## src/port_pin_pkg.sv

```systemverilog
/*
  Shared constants for the port pin function and trigger block: register
  addresses, reset values, implemented-bit masks and pin bit positions.
  Assumes the CPU presents full 32-bit byte addresses, halfword aligned.
*/
package port_pin_pkg;

  // Register addresses (halfword aligned)
  localparam logic [31:0] ADDR_LOW_PORT_PIN_DATA = 32'hFFFFF000;
  localparam logic [31:0] ADDR_HIGH_PORT_PIN_DATA = 32'hFFFFF002;
  localparam logic [31:0] ADDR_TIMER_DMA_PIN_DATA = 32'hFFFFF00E;
  localparam logic [31:0] ADDR_LOW_PORT_DIRECTION = 32'hFFFFF020;
  localparam logic [31:0] ADDR_HIGH_PORT_DIRECTION = 32'hFFFFF022;
  localparam logic [31:0] ADDR_LOW_PORT_MODE_CONTROL = 32'hFFFFF040;
  localparam logic [31:0] ADDR_HIGH_PORT_MODE_CONTROL = 32'hFFFFF042;
  localparam logic [31:0] ADDR_LOW_PORT_FUNCTION_SELECT = 32'hFFFFF058;
  localparam logic [31:0] ADDR_TIMER_DMA_PIN_DIRECTION = 32'hFFFFF40E;
  localparam logic [31:0] ADDR_TIMER_DMA_PIN_MODE_CONTROL = 32'hFFFFF44E;
  localparam logic [31:0] ADDR_TIMER_DMA_PIN_FUNCTION_SELECT = 32'hFFFFF46E;
  localparam logic [31:0] ADDR_LOW_PORT_FALLING_SELECT = 32'hFFFFFC10;
  localparam logic [31:0] ADDR_LOW_PORT_RISING_SELECT = 32'hFFFFFC30;

  // Reset values
  localparam logic [15:0] RST_LOW_PORT_DIRECTION = 16'hFFFF;
  localparam logic [15:0] RST_LOW_PORT_MODE_CONTROL = 16'h0002;
  localparam logic [7:0] RST_LOW_PORT_FUNCTION_SELECT = 8'h03;
  localparam logic [7:0] RST_LOW_PORT_FALLING_SELECT = 8'h00;
  localparam logic [7:0] RST_LOW_PORT_RISING_SELECT = 8'h03;
  localparam logic [15:0] RST_HIGH_PORT_DIRECTION = 16'h03FF;
  localparam logic [15:0] RST_HIGH_PORT_MODE_CONTROL = 16'h03FF;
  localparam logic [7:0] RST_TIMER_DMA_PIN_DIRECTION = 8'hFC;
  localparam logic [7:0] RST_TIMER_DMA_PIN_MODE_CONTROL = 8'h00;
  localparam logic [7:0] RST_TIMER_DMA_PIN_FUNCTION_SELECT = 8'h00;

  // Implemented bits
  localparam logic [7:0] TIMER_DMA_PIN_MASK = 8'hFC;

  // Function select bit positions of the six-pin port
  localparam int C3_OUT_BIT = 7;
  localparam int C3_CAP1_BIT = 6;
  localparam int C3_CAP0_BIT = 5;
  localparam int C2_OUT_BIT = 4;
  localparam int C2_CAP1_BIT = 3;
  localparam int C2_CAP0_BIT = 2;

  // Level detection sample period in main clock cycles
  localparam int LEVEL_SAMPLE_DIV = 4;

endpackage : port_pin_pkg

```

## src/pin_trigger.sv

```systemverilog
/*
  One external interrupt pin: three-stage synchroniser, edge and low-level
  trigger detection and the sticky request flag.
  Assumes sample_en_i is a one-cycle pulse every few main clock cycles.
*/
module pin_trigger (
  input wire logic clk_i,
  input wire logic rstn_i,
  input wire logic pin_i,
  input wire logic enable_i,
  input wire logic falling_sel_i,
  input wire logic rising_sel_i,
  input wire logic sample_en_i,
  input wire logic clear_i,
  output logic level_o,
  output logic flag_o
);

  typedef struct packed {
    logic [2:0] sync;
    logic stable;
    logic flag;
  } trig_t;

  trig_t cur;
  trig_t next_cur;
  logic agree;
  logic rise;
  logic fall;
  logic set;

  always_comb begin
    next_cur = cur;
    next_cur.sync = {cur.sync[1:0], pin_i};
    agree = (cur.sync[1] == cur.sync[2]);
    rise = agree && cur.sync[2] && !cur.stable;
    fall = agree && !cur.sync[2] && cur.stable;
    if (agree) begin
      next_cur.stable = cur.sync[2];
    end
    unique case ({falling_sel_i, rising_sel_i})
      2'b00: set = fall;
      2'b01: set = rise;
      2'b10: set = sample_en_i && !cur.stable;
      default: set = rise || fall;
    endcase
    set = set && enable_i;
    // Set beats clear so a level still low re-raises the flag at the next sample strobe
    next_cur.flag = set || (cur.flag && !clear_i);
  end

  always_ff @(posedge clk_i) begin
    if (!rstn_i) begin
      cur <= '{sync: 3'h7, stable: 1'b1, flag: 1'b0};
    end else begin
      cur <= next_cur;
    end
  end

  assign level_o = cur.stable;
  assign flag_o = cur.flag;

endmodule : pin_trigger

```

## src/port_pin_function.sv

```systemverilog
/*
  Pin multiplexing for the six-pin timer/DMA port, the 2-bit low address
  port and the 10-bit high address port, with their registers and the
  low port interrupt triggers.
  Assumes a simple CPU register port with a per-bit write mask, so 16-,
  8- and 1-bit writes are all one mask; pads combine out, oe and in.
*/
//
// Behaviour
// - Top six-pin bit 7 picks timer C3 compare or DMA3 end output.
// - Bit 6 picks timer C3 capture interrupt input or DMA3 acknowledge output.
// - Bit 5 picks timer C3 capture/count input or DMA3 request input.
// - Bits 4 and 3 do the same for timer C2 and DMA2.
// - Bit 2 picks timer C2 capture/count input or DMA2 request input.
// - Function select is ignored while its pin is in port mode.
// - Low address port is 16 bits wide; only pins 1 and 0 exist.
// - Low direction register: bits 15 to 2 read-only, bits 1 and 0 writable, resets FFFFH.
// - Low mode control: upper byte read-only, resets 0002H.
// - Low function bits pick interrupt input or address A1/A0; reset 03H.
// - Falling/rising pair: 00 fall, 01 rise, 10 low level, 11 both.
// - Rising and falling selects are writable per bit, independent per pin.
// - Low level is sampled every four main clocks and latched as a flag.
// - A held low level re-sets the flag at the next sample strobe after it is cleared.
// - A level request stays pending until its flag is cleared.
// - High address port has ten pins with per-bit direction.
// - High port in control mode drives address lines A25 to A16.
// - High mode control bit 1 selects address output; resets 03FFH.
module port_pin_function
  import port_pin_pkg::*;
#(
  parameter int SAMPLE_DIV = LEVEL_SAMPLE_DIV
) (
  input wire logic clk_i,
  input wire logic rstn_i,
  // CPU register port
  input wire logic [31:0] addr_i,
  input wire logic wr_i,
  input wire logic rd_i,
  input wire logic [15:0] wmask_i,
  input wire logic [15:0] wdata_i,
  output logic [15:0] rdata_o,
  // Six-pin port, bits 7 to 2 used
  input wire logic [7:0] timer_dma_pin_i,
  output logic [7:0] timer_dma_pin_o,
  output logic [7:0] timer_dma_pin_oe_o,
  // Low address port
  input wire logic [1:0] low_port_pin_i,
  output logic [1:0] low_port_pin_o,
  output logic [1:0] low_port_pin_oe_o,
  // High address port
  input wire logic [9:0] high_port_pin_i,
  output logic [9:0] high_port_pin_o,
  output logic [9:0] high_port_pin_oe_o,
  // On-chip units
  input wire logic timer_c3_compare_output_i,
  input wire logic dma3_transfer_end_output_i,
  input wire logic dma3_acknowledge_output_i,
  input wire logic timer_c2_compare_output_i,
  input wire logic dma2_transfer_end_output_i,
  input wire logic dma2_acknowledge_output_i,
  input wire logic [1:0] address_low_i,
  input wire logic [9:0] address_high_i,
  output logic timer_c3_capture1_interrupt_input_o,
  output logic timer_c3_capture0_interrupt_input_o,
  output logic timer_c3_count_input_o,
  output logic dma3_request_input_o,
  output logic timer_c2_capture1_interrupt_input_o,
  output logic timer_c2_capture0_interrupt_input_o,
  output logic timer_c2_count_input_o,
  output logic dma2_request_input_o,
  // Low port interrupt request flags and their clear
  input wire logic [1:0] low_port_request_clear_i,
  output logic [1:0] low_port_request_flag_o
);

  // The sample divider counts in eight bits, so longer periods cannot be served
  if (SAMPLE_DIV < 2 || SAMPLE_DIV > 256) begin : g_bad_div
    $error("SAMPLE_DIV must lie in 2..256");
  end

  typedef struct packed {
    logic [15:0] rdata;
    logic [7:0] div;
    logic sample_en;
    logic [7:0] p7_data;
    logic [7:0] p7_dir;
    logic [7:0] p7_mode;
    logic [7:0] p7_func;
    logic [7:0] p7_s1;
    logic [7:0] p7_s2;
    logic [7:0] p7_s3;
    logic [7:0] p7_stable;
    logic [1:0] lo_data;
    logic [1:0] lo_dir;
    logic [1:0] lo_mode;
    logic [1:0] lo_func;
    logic [1:0] lo_fall;
    logic [1:0] lo_rise;
    logic [9:0] hi_data;
    logic [9:0] hi_dir;
    logic [9:0] hi_mode;
    logic [9:0] hi_s1;
    logic [9:0] hi_s2;
    logic [9:0] hi_s3;
    logic [9:0] hi_stable;
    logic [7:0] p7_out;
    logic [7:0] p7_oe;
    logic [1:0] lo_out;
    logic [1:0] lo_oe;
    logic [9:0] hi_out;
    logic [9:0] hi_oe;
    logic [7:0] unit_in;
  } state_t;

  localparam logic [7:0] DIV_LAST = 8'(SAMPLE_DIV - 1);

  state_t cur;
  state_t next_cur;
  logic [1:0] lo_level;
  logic [1:0] lo_int_en;

  // Each of the two interrupt pins gets its own trigger structure
  for (genvar n = 0; n < 2; n++) begin : g_low_trig
    pin_trigger u_trig (
      .clk_i(clk_i),
      .rstn_i(rstn_i),
      .pin_i(low_port_pin_i[n]),
      .enable_i(lo_int_en[n]),
      .falling_sel_i(cur.lo_fall[n]),
      .rising_sel_i(cur.lo_rise[n]),
      .sample_en_i(cur.sample_en),
      .clear_i(low_port_request_clear_i[n]),
      .level_o(lo_level[n]),
      .flag_o(low_port_request_flag_o[n])
    );
  end

  // Only a control-mode pin with interrupt function raises requests
  assign lo_int_en = cur.lo_mode & ~cur.lo_func;

  function automatic logic [15:0] merge(input logic [15:0] old, input logic [15:0] keep);
    merge = (old & ~(wmask_i & keep)) | (wdata_i & wmask_i & keep);
  endfunction : merge

  always_comb begin
    logic [15:0] rd;
    logic [7:0] p7_in;
    logic [7:0] sel;
    next_cur = cur;
    rd = 16'h0000;
    p7_in = cur.p7_stable;
    sel = cur.p7_func;

    // Divider for the level detection sample strobe
    next_cur.sample_en = (cur.div == DIV_LAST);
    next_cur.div = next_cur.sample_en ? 8'h00 : 8'(cur.div + 8'h01);

    // Three-stage synchronisers; a change counts once stages two and three agree
    next_cur.p7_s1 = timer_dma_pin_i;
    next_cur.p7_s2 = cur.p7_s1;
    next_cur.p7_s3 = cur.p7_s2;
    next_cur.p7_stable = (cur.p7_s2 & cur.p7_s3) | (cur.p7_stable & (cur.p7_s2 ^ cur.p7_s3));
    next_cur.hi_s1 = high_port_pin_i;
    next_cur.hi_s2 = cur.hi_s1;
    next_cur.hi_s3 = cur.hi_s2;
    next_cur.hi_stable = (cur.hi_s2 & cur.hi_s3) | (cur.hi_stable & (cur.hi_s2 ^ cur.hi_s3));

    if (wr_i) begin
      unique case (addr_i)
        ADDR_TIMER_DMA_PIN_DATA: next_cur.p7_data = 8'(merge({8'h00, cur.p7_data}, {8'h00, TIMER_DMA_PIN_MASK}));
        ADDR_TIMER_DMA_PIN_DIRECTION: next_cur.p7_dir = 8'(merge({8'h00, cur.p7_dir}, {8'h00, TIMER_DMA_PIN_MASK}));
        ADDR_TIMER_DMA_PIN_MODE_CONTROL: next_cur.p7_mode = 8'(merge({8'h00, cur.p7_mode}, {8'h00, TIMER_DMA_PIN_MASK}));
        ADDR_TIMER_DMA_PIN_FUNCTION_SELECT: next_cur.p7_func = 8'(merge({8'h00, cur.p7_func}, {8'h00, TIMER_DMA_PIN_MASK}));
        ADDR_LOW_PORT_PIN_DATA: next_cur.lo_data = 2'(merge({14'h0000, cur.lo_data}, 16'h0003));
        ADDR_LOW_PORT_DIRECTION: next_cur.lo_dir = 2'(merge({14'h0000, cur.lo_dir}, 16'h0003));
        ADDR_LOW_PORT_MODE_CONTROL: next_cur.lo_mode = 2'(merge({14'h0000, cur.lo_mode}, 16'h0003));
        ADDR_LOW_PORT_FUNCTION_SELECT: next_cur.lo_func = 2'(merge({14'h0000, cur.lo_func}, 16'h0003));
        ADDR_LOW_PORT_FALLING_SELECT: next_cur.lo_fall = 2'(merge({14'h0000, cur.lo_fall}, 16'h0003));
        ADDR_LOW_PORT_RISING_SELECT: next_cur.lo_rise = 2'(merge({14'h0000, cur.lo_rise}, 16'h0003));
        ADDR_HIGH_PORT_PIN_DATA: next_cur.hi_data = 10'(merge({6'h00, cur.hi_data}, 16'h03FF));
        ADDR_HIGH_PORT_DIRECTION: next_cur.hi_dir = 10'(merge({6'h00, cur.hi_dir}, 16'h03FF));
        ADDR_HIGH_PORT_MODE_CONTROL: next_cur.hi_mode = 10'(merge({6'h00, cur.hi_mode}, 16'h03FF));
        default: ;
      endcase
    end

    // Pin data reads the pad in input mode and the latch in output mode
    unique case (addr_i)
      ADDR_TIMER_DMA_PIN_DATA: rd = {8'h00, ((cur.p7_dir & p7_in) | (~cur.p7_dir & cur.p7_data)) & TIMER_DMA_PIN_MASK};
      ADDR_TIMER_DMA_PIN_DIRECTION: rd = {8'h00, cur.p7_dir};
      ADDR_TIMER_DMA_PIN_MODE_CONTROL: rd = {8'h00, cur.p7_mode};
      ADDR_TIMER_DMA_PIN_FUNCTION_SELECT: rd = {8'h00, cur.p7_func};
      ADDR_LOW_PORT_PIN_DATA: rd = {14'h0000, (cur.lo_dir & lo_level) | (~cur.lo_dir & cur.lo_data)};
      ADDR_LOW_PORT_DIRECTION: rd = {RST_LOW_PORT_DIRECTION[15:2], cur.lo_dir};
      ADDR_LOW_PORT_MODE_CONTROL: rd = {14'h0000, cur.lo_mode};
      ADDR_LOW_PORT_FUNCTION_SELECT: rd = {14'h0000, cur.lo_func};
      ADDR_LOW_PORT_FALLING_SELECT: rd = {14'h0000, cur.lo_fall};
      ADDR_LOW_PORT_RISING_SELECT: rd = {14'h0000, cur.lo_rise};
      ADDR_HIGH_PORT_PIN_DATA: rd = {6'h00, (cur.hi_dir & cur.hi_stable) | (~cur.hi_dir & cur.hi_data)};
      ADDR_HIGH_PORT_DIRECTION: rd = {6'h00, cur.hi_dir};
      ADDR_HIGH_PORT_MODE_CONTROL: rd = {6'h00, cur.hi_mode};
      default: rd = 16'h0000;
    endcase
    if (rd_i) begin
      next_cur.rdata = rd;
    end

    // Six-pin port: port mode first, control mode overrides per pin
    next_cur.p7_out = cur.p7_data & TIMER_DMA_PIN_MASK;
    next_cur.p7_oe = ~cur.p7_dir & TIMER_DMA_PIN_MASK;
    next_cur.unit_in = 8'h00;
    if (cur.p7_mode[C3_OUT_BIT]) begin
      next_cur.p7_oe[C3_OUT_BIT] = 1'b1;
      next_cur.p7_out[C3_OUT_BIT] = sel[C3_OUT_BIT] ? dma3_transfer_end_output_i : timer_c3_compare_output_i;
    end
    if (cur.p7_mode[C3_CAP1_BIT]) begin
      next_cur.p7_oe[C3_CAP1_BIT] = sel[C3_CAP1_BIT];
      next_cur.p7_out[C3_CAP1_BIT] = dma3_acknowledge_output_i;
      next_cur.unit_in[0] = !sel[C3_CAP1_BIT] && p7_in[C3_CAP1_BIT];
    end
    if (cur.p7_mode[C3_CAP0_BIT]) begin
      next_cur.p7_oe[C3_CAP0_BIT] = 1'b0;
      // Capture and count share the pin; the timer decides which it uses
      next_cur.unit_in[1] = !sel[C3_CAP0_BIT] && p7_in[C3_CAP0_BIT];
      next_cur.unit_in[2] = sel[C3_CAP0_BIT] && p7_in[C3_CAP0_BIT];
    end
    if (cur.p7_mode[C2_OUT_BIT]) begin
      next_cur.p7_oe[C2_OUT_BIT] = 1'b1;
      next_cur.p7_out[C2_OUT_BIT] = sel[C2_OUT_BIT] ? dma2_transfer_end_output_i : timer_c2_compare_output_i;
    end
    if (cur.p7_mode[C2_CAP1_BIT]) begin
      next_cur.p7_oe[C2_CAP1_BIT] = sel[C2_CAP1_BIT];
      next_cur.p7_out[C2_CAP1_BIT] = dma2_acknowledge_output_i;
      next_cur.unit_in[4] = !sel[C2_CAP1_BIT] && p7_in[C2_CAP1_BIT];
    end
    if (cur.p7_mode[C2_CAP0_BIT]) begin
      next_cur.p7_oe[C2_CAP0_BIT] = 1'b0;
      next_cur.unit_in[5] = !sel[C2_CAP0_BIT] && p7_in[C2_CAP0_BIT];
      next_cur.unit_in[6] = sel[C2_CAP0_BIT] && p7_in[C2_CAP0_BIT];
    end

    // Low address port
    for (int n = 0; n < 2; n++) begin
      next_cur.lo_out[n] = cur.lo_data[n];
      next_cur.lo_oe[n] = !cur.lo_dir[n];
      if (cur.lo_mode[n]) begin
        next_cur.lo_oe[n] = cur.lo_func[n];
        next_cur.lo_out[n] = address_low_i[n];
      end
    end

    // High address port
    next_cur.hi_oe = cur.hi_mode | ~cur.hi_dir;
    next_cur.hi_out = (cur.hi_mode & address_high_i) | (~cur.hi_mode & cur.hi_data);
  end

  always_ff @(posedge clk_i) begin
    if (!rstn_i) begin
      cur <= '0;
      cur.p7_s1 <= 8'hFF;
      cur.p7_s2 <= 8'hFF;
      cur.p7_s3 <= 8'hFF;
      cur.p7_stable <= 8'hFF;
      cur.hi_s1 <= 10'h3FF;
      cur.hi_s2 <= 10'h3FF;
      cur.hi_s3 <= 10'h3FF;
      cur.hi_stable <= 10'h3FF;
      cur.p7_dir <= RST_TIMER_DMA_PIN_DIRECTION;
      cur.p7_mode <= RST_TIMER_DMA_PIN_MODE_CONTROL;
      cur.p7_func <= RST_TIMER_DMA_PIN_FUNCTION_SELECT;
      cur.lo_dir <= RST_LOW_PORT_DIRECTION[1:0];
      cur.lo_mode <= RST_LOW_PORT_MODE_CONTROL[1:0];
      cur.lo_func <= RST_LOW_PORT_FUNCTION_SELECT[1:0];
      cur.lo_fall <= RST_LOW_PORT_FALLING_SELECT[1:0];
      cur.lo_rise <= RST_LOW_PORT_RISING_SELECT[1:0];
      cur.hi_dir <= RST_HIGH_PORT_DIRECTION[9:0];
      cur.hi_mode <= RST_HIGH_PORT_MODE_CONTROL[9:0];
    end else begin
      cur <= next_cur;
    end
  end

  assign rdata_o = cur.rdata;
  assign timer_dma_pin_o = cur.p7_out;
  assign timer_dma_pin_oe_o = cur.p7_oe;
  assign low_port_pin_o = cur.lo_out;
  assign low_port_pin_oe_o = cur.lo_oe;
  assign high_port_pin_o = cur.hi_out;
  assign high_port_pin_oe_o = cur.hi_oe;
  assign timer_c3_capture1_interrupt_input_o = cur.unit_in[0];
  assign timer_c3_capture0_interrupt_input_o = cur.unit_in[1];
  assign timer_c3_count_input_o = cur.unit_in[1];
  assign dma3_request_input_o = cur.unit_in[2];
  assign timer_c2_capture1_interrupt_input_o = cur.unit_in[4];
  assign timer_c2_capture0_interrupt_input_o = cur.unit_in[5];
  assign timer_c2_count_input_o = cur.unit_in[5];
  assign dma2_request_input_o = cur.unit_in[6];

endmodule : port_pin_function

```

## config.mk

```make
export PLATFORM = sky130hd
export DESIGN_NAME = port_pin_function
export DESIGN_NICKNAME = d
export VERILOG_FILES = /design/src/port_pin_pkg.sv /design/src/pin_trigger.sv /design/src/port_pin_function.sv
export SDC_FILE = /design/constraint.sdc
export NUM_CORES = 1
export LEC_CHECK = 0
export ABC_AREA = 1
export BUFFER_PORTS_ARGS = -buffer_cell sky130_fd_sc_hd__buf_2
export CAP_MARGIN = 20
export CORE_MARGIN = 5
export CORE_UTILIZATION = 55
export DETAILED_ROUTE_END_ITERATION = 8
export PLACE_DENSITY = 0.89
export SETUP_SLACK_MARGIN = 0.4
export SLEW_MARGIN = 10
export SYNTH_ARGS = -nofsm -noshare
export SYNTH_HDL_FRONTEND = slang
export SYNTH_HIERARCHICAL = 1
export SYNTH_SLANG_ARGS = --single-unit
```

## constraint.sdc

```tcl
create_clock -name clk_i -period 1.9 [get_ports clk_i]
set_clock_uncertainty 0.15 [all_clocks]
set_input_delay 0.285 -clock clk_i [delete_from_list [all_inputs] [get_ports clk_i]]
set_output_delay 0.285 -clock clk_i [all_outputs]
set_load 0.02 [all_outputs]
```

# Word level (Yosys, flattened, before mapping)
# Cells that the tools add are included.
totals:
  input_bits: 108
  out_inout_bits: 66
  reg_bits: 227
  word_cells: 198
classes:
  eq_ne: 20
  n_mux: 17
  n_reduce_logical: 58
  addsub: 1
  bitwise_logic: 58
ops:
  columns: ["cell", "n"]
  rows:
  - ["== test 32 bit (second input constant)", 13]
  - ["one-hot mux 16 bit (13 select lines)", 1]
  - ["bitwise AND 10 bit", 10]
  - ["OR 10 bit", 7]
  - ["bitwise AND 8 bit", 8]
  - ["OR 8 bit", 6]
  - ["AND reduction 2 bit", 17]
  - ["NOT 10 bit", 3]
  - ["logical AND 1 bit", 20]
  - ["bitwise AND 2 bit", 9]
  - ["NOT 8 bit", 2]
  - ["2-to-1 mux 1 bit", 14]
  - ["OR 2 bit", 7]
  - ["logical NOT 1 bit", 12]
  - ["bitwise XOR 10 bit", 1]
  - ["adder 8 x 1 -> 8 bit (second input constant)", 1]
  - ["== test 8 x 2 -> 1 bit (second input constant)", 1]
  - ["bitwise XOR 8 bit", 1]
  - ["NOT 2 bit", 3]
  - ["one-hot mux 1 bit (3 select lines)", 2]
  - ["OR reduction 2 bit", 3]
  - ["== test 2 x 1 -> 1 bit (second input constant)", 2]
  - ["== test 2 bit (second input constant)", 2]
  - ["logical NOT 2 bit", 2]
  - ["other kinds (3)", 7]

# Logic depth before layout (Yosys ltp)
# Gate-level depths: netlist of the first run.
depth:
  word_depth: 7
  mapped_depth: 11
  ltp_nobuf: 11

# Modules after synthesis
# Netlist of the first run, hierarchy kept.
modules_own_cells:
  columns: ["mod", "instances", "seq_area_each_um2", "area_each_um2", "cells_each"]
  rows:
  - ["port_pin_function", 1, 3843.7, 8454.4, 1050]
  - ["pin_trigger", 2, 100.1, 244.0, 30]

# Least setup slack after synthesis of the first run
# OpenSTA, ideal clock, no wires.
synth_path:
  path_kind: "input -> register"
  startpoint: "input addr_i[25]"
  endpoint: "register (tool-made name)"
  setup_ns: 0.130
  arrival_ns: 1.353
  stages: 9
  required_time_ns: 1.620
  n_path_buf: 2
  setup_slack_ns: 0.267
  path_cell_list: "nand2_1 > nor2_1 > nand2_2 > nor2_8 > buf_12 > nand3_4 > buf_6 > o21ai_1 > nand3_1"
synth_lines:
  columns: ["element", "line_no", "rtl"]
  rows:
  - ["from (decl)", "port_pin_function.sv:36", "input wire logic [31:0] addr_i,"]

# Worst setup path after layout of the first run
layout_path:
  startpoint: "register cur[201] in the netlist's numbering"
  endpoint: "register cur[196] in the netlist's numbering"
layout_between:
  elab_chain_len: 2
layout_lines:
  columns: ["element", "line_no", "rtl"]
  rows:
  - ["from (decl)", "port_pin_function.sv:117", "state_t cur;"]
  - ["from (signal assigned)", "port_pin_function.sv:279", "cur <= next_cur;"]
  - ["== test 8 x 2 -> 1 bit", "port_pin_function.sv:155", "next_cur.sample_en = (cur.div == DIV_LAST);"]
  - ["OR reduction 2 bit (no line)", null, null]
# No other way between the ends.
# A chain may end at the register's enable or synchronous reset.

==> results.yml, run 1 <==
cells_and_area:
  final_common_cell: "dfxtp_1"
  final_cells: 1517
  stdcell_area_um2: 11250
  multi_input_area_um2: 4083
  area_growth_pct: 25.79
  drive_gt1_frac: 0.3305
  layout_common_cells: "196 x dfxtp_1, 149 x buf_2, 139 x nand2_1"
  regArea_um2: 4054
  fillers: 1116
  diodes: 0
  nNetsFinal: 1416
setup_path:
  cp_top_family: "simple AND/OR/NAND/NOR gates"
  cp_max_fo: 4
  critical_path.startpoint_type: "flop"
  worstPathRequired_ns: 2.13
  cp-endpoint: "cur[196]"
  crit_path_max_incr_delay_ns: 0.38
  cp_slowest_cell: "nor4_2"
  r2r_end: "cur[196]"
  worst-setup-path-type: "flop to flop"
  worst_r2r_path_depth: 7
  regToRegStartpoint: "cur[201]"
  end_kind: "flop"
  crit_buf_inv: 3
  cp-startpoint: "cur[201]"
  crit_chain: "inv_2 > nand4_1 > nor4_2 > nor2_1 > inv_2 > buf_6 > nor2_1"
  cp.depth: 7
  arrival_ns: 1.82
  r2r_slack_ns: 0.31
clocking:
  cts_tree: "yes"
  cts_made_buffers: 21
  cts_max_path_buffers: 3
  cts.clk_slew.worst_paths_ns: 0.07
  cts_sinks: 202
  cts_root_buf: "clkbuf_16"
  clk_latency_ns: 0.50
  htreeDepth: 1
logic_synthesis:
  synth_flop_cell: "dfxtp_1"
  ys_warn_count: 6
  synth.distinct_cells: 43
  ys_seq_elements: 202
  syn_area_per_cell_um2: 8.056
  async_reset_ff_frac: 0
  seq_area_frac_synth: 0.4522
  synth_area_um2: 8942
  netlist_instances: 1110
  synth_edf_count: 0
timing:
  maxSlewViolCount: 0
  fin_crit_sh: 0.8351
  setup-violations-final: 0
  period_needed_ns: 1.587
  setup_ws_ns: 0.3134
  rsz0062_at_grt: "yes"
  finalHoldViolCount: 0
  tns_ns: 0
  fmax_mhz: 630.3
placement:
  io_buffer_count: 155
  gp_congestion: 0.9145
  post_dp_cell_area_um2: 9889
  placedCellCount: 1421
  pre_cts_slack_ns: -0.05267
  dpl.hpwl_mm: 16.07
power:
  p_sw_uw: 2125
  p_sw_frac: 0.2300
  finalPower_uw: 9240
  p_leak_uw: 0.005031
  power_density_nw_per_um2: 821.5
  ir_worst_vdd_mv: 0.6967
  clockPowerShare: 0.454
  power_frac_comb: 0.073
  p_seq_frac: 0.473
  internal_power_uw: 7115
die:
  pin_count: 174
  dieHeight_um: 137.5
  fp.dieW_um: 137.5
  dieArea_um2: 18910
  rows: 46
  start_util: 0.5609
  coreArea_um2: 15940
global_route:
  grt_max_degree: 73
  grt_use_total: 0.2496
  use_met1: 0.3128
  antenna_found_initial: 0
  met2_usage: 0.4178
  grt_pass1_wl_mm: 38.09
  use_met3: 0.05369
  gr-total-overflow: 0
  grt_pass1_vias: 7923
  grt.busiest_layer: "met2"
routing:
  wl_per_cell_um: 16.11
  wirelength_mm: 24.44
  vias: 8214
  first_pass_iters: 5
  drc_errors: 0
  drt_iter0_drc: 1107
  via_per_inst: 5.415
  antenna_left: 0
outcome:
  run_status: "finished clean"
flow_run:
  drv_cap: 0
hold_path:
  hold_class: "input pin to flop"
[how the worst min path moves through the flow]
stage	from	end	slack [ns]	cells past startpoint
after floorplan	rstn_i	g_low_trig[0].u_trig/cur[4]	0.20	1
after global placement	cur[84]	cur[74]	0.24	1
after detailed placement	cur[80]	cur[70]	0.25	1
after CTS	wdata_i[0]	flop	0.003	3
after global routing	wdata_i[0]	flop	0.02	3
final	wdata_i[0]	flop	0.02	3
[logic make-up (layout without fill, tap and decap cells)]
| logic type | after synthesis | after routing | share of synthesized area |
|---|---|---|---|
| buffers and inverters | 197 | 385 | 0.1163 |
| muxes | 2 | 2 | 0.002239 |
| AOI/OAI and AO/OA | 190 | 190 | 0.1241 |
| and+or+nand+nor | 496 | 496 | 0.2744 |
| other | 1 | 4 | 0.0004194 |
| DFF | 202 | 202 | 0.4522 |
| adders and majority gates | 21 | 21 | 0.02938 |
| xor gates and xnor gates | 1 | 1 | 0.0009796 |
[worst min-delay path, cell delays in order]
cell      delay, ns
buf_2          0.17
nor2_2         0.11
a211oi_2       0.05
[cells in the mapped netlist, types with 6 or more instances]
library cell	n	share of area
nor2_2	18	0.013
nand2_2	23	0.016
o21ai_1	7	0.0039
or2_2	52	0.036
nor2_1	80	0.034
a21oi_2	9	0.0088
a211oi_2	10	0.014
buf_4	59	0.050
inv_2	11	0.0046
a21oi_1	74	0.041
a211oi_1	7	0.0059
inv_1	89	0.037
o21ai_0	71	0.040
nand2_1	154	0.065
clkbuf_1	21	0.0088
nand3_1	139	0.078
nand4_1	6	0.0042
ha_1	21	0.029
dfxtp_1	202	0.45
[power by group through the flow]
stage               clock network [uW]  registers [uW]  logic [uW]
floorplan                            0            4450         357
global placement                     0            4460         542
detailed placement                   0            4470         556
CTS                               4210            4370         651
global route                      4390            4380         734
finish                            4200            4370         673
[metal layers]
metal,vias to the layer above,part of all wire
met5,-,0
met4,0,0.035
met3,84,0.11
met2,462,0.47
met1,3716,0.39
li1,3952,-
[what timing repair did]
action                                 CTS  global route
endpoints found under the hold margin   85             0
setup endpoints to repair               13            36
pin swaps                                0             5
gates resized for setup                  3            36
hold buffers                            49             0
setup buffers                            3             7
[per-stage QoR]
| stage | hold slack (ns) | util |
|---|---|---|
| 6_report | 0.01545 | 0.7055 |
| 5_1_grt | 0.01649 | 0.7055 |
| 4_1_cts | 0.003026 | 0.6971 |
| 3_5_place_dp | 0.2467 | 0.6203 |
| 3_3_place_gp | 0.2433 | 0.6203 |
| 2_1_floorplan | 0.2038 | - |
[layout make-up]
type,count,share of cell area
Multi-Input combinational cell,714,0.3630
Sequential cell,202,0.3604
Timing Repair Buffer,244,0.1508
Clock buffer,29,0.05384
Inverter,104,0.03915
Tap cell,216,0.02403
Clock inverter,8,0.008788
No activity file was read; power rests on OpenSTA's default activity.
==> run 2: changes to the inputs <==
Settings changed: ABC_AREA 1 to 0, CORE_UTILIZATION 55 to 50, PLACE_DENSITY 0.89 to 0.85.
Clock period 1.9 ns to 1.3 ns, I/O delays scaled along.
==> run 2 against run 1 <==
Compared with the run above:
- the run now ends with negative hold slack, negative setup slack left
- critical path depth is 4 higher
- flip-flop and latch count is the same
- first-iteration DRC count rose by 65%
- synthesized area fell by 1.8%
- hold slack lost 0.14 ns
- final cell count down 0.40%
- combinational power grew 130%
- cell area up 26%
- highest routed layer is now met5
- die area increased by 7.4%
- synthesized cell count decreased by 14%
- routed wire length is 60% higher
==> results.yml, run 2 <==
cells_and_area:
  nNetsFinal: 1398
  stdcell_area_um2: 14150
  multi_input_area_um2: 5194
  area_growth_pct: 61.14
  final_common_cell: "buf_4"
  final_core_util: 0.8208
  drive_gt1_frac: 0.5813
  fillers: 790
  final_cells: 1511
  layout_common_cells: "145 x buf_4, 120 x dfxtp_2, 112 x buf_6"
  regArea_um2: 4228
placement:
  placedCellCount: 1384
  pre_cts_slack_ns: -1.106
  dpl.hpwl_mm: 18.64
  post_dp_cell_area_um2: 10780
  io_buffer_count: 155
  gp_congestion: 0.9683
setup_path:
  cp_max_fo: 6
  cp_top_family: "simple AND/OR/NAND/NOR gates"
  critical_path.startpoint_type: "input pin"
  worstPathRequired_ns: 1.52
  arrival_ns: 2.29
  crit_chain: "buf_6 > nand4bb_1 > or4_4 > buf_12 > nor4_4 > buf_4 > buf_8 > buf_6 > nand2_2 > nand2_2 > nand3_2"
  crit_path_max_incr_delay_ns: 0.51
  crit_buf_inv: 5
  end_kind: "flop"
  cp_slowest_cell: "or4_4"
  worst-setup-path-type: "input pin to flop"
global_route:
  antenna_found_initial: 2
  grt_pass1_vias: 9390
  gr-total-overflow: 0
  grt_pass1_wl_mm: 51.23
  grt_max_degree: 61
  grt_use_total: 0.3175
routing:
  antenna_left: 0
  first_pass_iters: 7
  via_per_inst: 6.449
  drc_errors: 0
  vias: 9745
  wirelength_mm: 39.21
  wl_per_cell_um: 25.95
  drt_iter0_drc: 1832
logic_synthesis:
  ys_warn_count: 6
  synth.distinct_cells: 65
  synth_top_cell_area_share: 0.4606
  synth_flop_cell: "dfxtp_1"
  synth_edf_count: 0
  synth.most_common_cell: "dfxtp_1"
  synth_area_leader_cell: "dfxtp_1"
  seq_area_frac_synth: 0.4606
  synth_area_leaders: "dfxtp_1 46%, mux2i_1 6.5%, buf_4 5.0%"
  netlist_instances: 959
  synth_area_um2: 8780
  async_reset_ff_frac: 0
  ys_seq_elements: 202
  syn_area_per_cell_um2: 9.155
  ys_top_cells_by_count: "202 x dfxtp_1, 94 x nand2_1, 75 x nor2_1, 58 x buf_4, 57 x mux2i_1"
outcome:
  failed_checks: "negative hold slack, negative setup slack"
  run_status: "finished, violations left"
timing:
  maxSlewViolCount: 0
  slew_headroom: 0.6118
  worst_slew_pin_slew_ns: 0.5823
  finalHoldViolCount: 47
  fin_crit_sh: 1.588
  period_needed_ns: 2.064
  setup_ws_ns: -0.7638
  fmax_mhz: 484.5
  rsz0062_at_grt: "yes"
  hold-worst-slack_ns: -0.1238
  setup-violations-final: 121
die:
  dieArea_um2: 20310
  pin_count: 174
  fp.dieW_um: 142.5
  rows: 48
  coreArea_um2: 17240
  dieHeight_um: 142.5
  start_util: 0.5094
flow_run:
  drv_cap: 0
power:
  power_density_nw_per_um2: 1033
  ir_worst_vdd_mv: 1.390
  p_leak_uw: 0.006054
clocking:
  cts_root_buf: "clkbuf_16"
  cts_made_buffers: 22
  cts_max_path_buffers: 3
  cts_tree: "yes"
  htreeDepth: 1
  clk_latency_ns: 0.53
  cts_sinks: 202
  cts.clk_slew.worst_paths_ns: 0.06
hold_path:
  hold_class: "input pin to flop"
-- run 2: changes by cell type in the layout (fill, tap and decap cells not counted), moves of 71 or more --
cell	previous run	this run
dfxtp_1	196	73
dfxtp_2	5	120
nand3_1	138	23
buf_4	34	145
buf_6	4	112
nand2_1	139	41
buf_2	149	78
-- run 2: worst register-to-register path, cell delays in order, from the launching register on --
cell and delay (ns):
dfxtp_1 0.34, mux2_2 0.35, a32oi_1 0.17, a31oi_1 0.19, a211oi_1 0.47, a211oi_2 0.17
-- run 2: final timing paths --
path                            cells after the start  slack, ns          to       start
worst max-delay path                               11      -0.76        flop   addr_i[8]
worst min-delay path                                3      -0.12        flop  wdata_i[4]
worst max register to register                      5      -0.67  rdata_o[4]        flop
worst min register to register                      1       0.26     cur[71]     cur[81]
-- run 2: cells by family (layout without fill, tap and decap cells) --
group	Yosys count	in the layout	share of synthesized area
buf+inv	145	468	0.08864
flops	202	202	0.4606
compound gates	150	150	0.1227
simple gates	370	370	0.2178
xor+xnor	6	6	0.005985
fa+ha+maj	21	21	0.02993
mux	64	64	0.07396
other cells	1	5	0.0004271
-- run 2: repair_timing --
action                                  4_1_cts  5_1_grt
endpoints found under the setup margin      196      201
setup buffers                                32        8
resized for setup                           350      171
gates cloned                                  6        0
hold endpoints to repair                    112       52
hold buffers                                 38        2
pin swaps                                    86       83
-- run 2: through the flow --
| step | setup TNS [ns] | power [uW] |
|---|---|---|
| 2_1_floorplan | -45.87 | 7131 |
| 3_3_place_gp | -61.91 | 7567 |
| 3_5_place_dp | -65.89 | 7602 |
| 4_1_cts | -25.08 | 14260 |
| 5_1_grt | -43.16 | 14990 |
| 6_report | -37.87 | 14620 |
-- run 2: where the power goes --
part,internal [uW],switching (uW),leakage [uW]
clock network,3970,2650,0.000380
registers,6340,109,0.00166
logic,707,839,0.00401
total,11000,3600,0.00605
-- run 2: final cells by class --
cell class	instances	area share
diodes	1	0.0001769
multi-input cells	615	0.3671
clock inverters	7	0.006279
clock buffers	33	0.04758
inverters	33	0.008756
repair buffers	395	0.2513
well taps	225	0.01990
flip-flops and latches	202	0.2988
-- run 2: layer usage --
layer | vias up | wire, um | track usage
li1 | 3925 | - | -
met1 | 4532 | 13760 | 0.3862
met2 | 923 | 17200 | 0.5215
met3 | 363 | 4869 | 0.07493
met4 | 2 | 3371 | 0.1686
met5 | - | 13 | 0
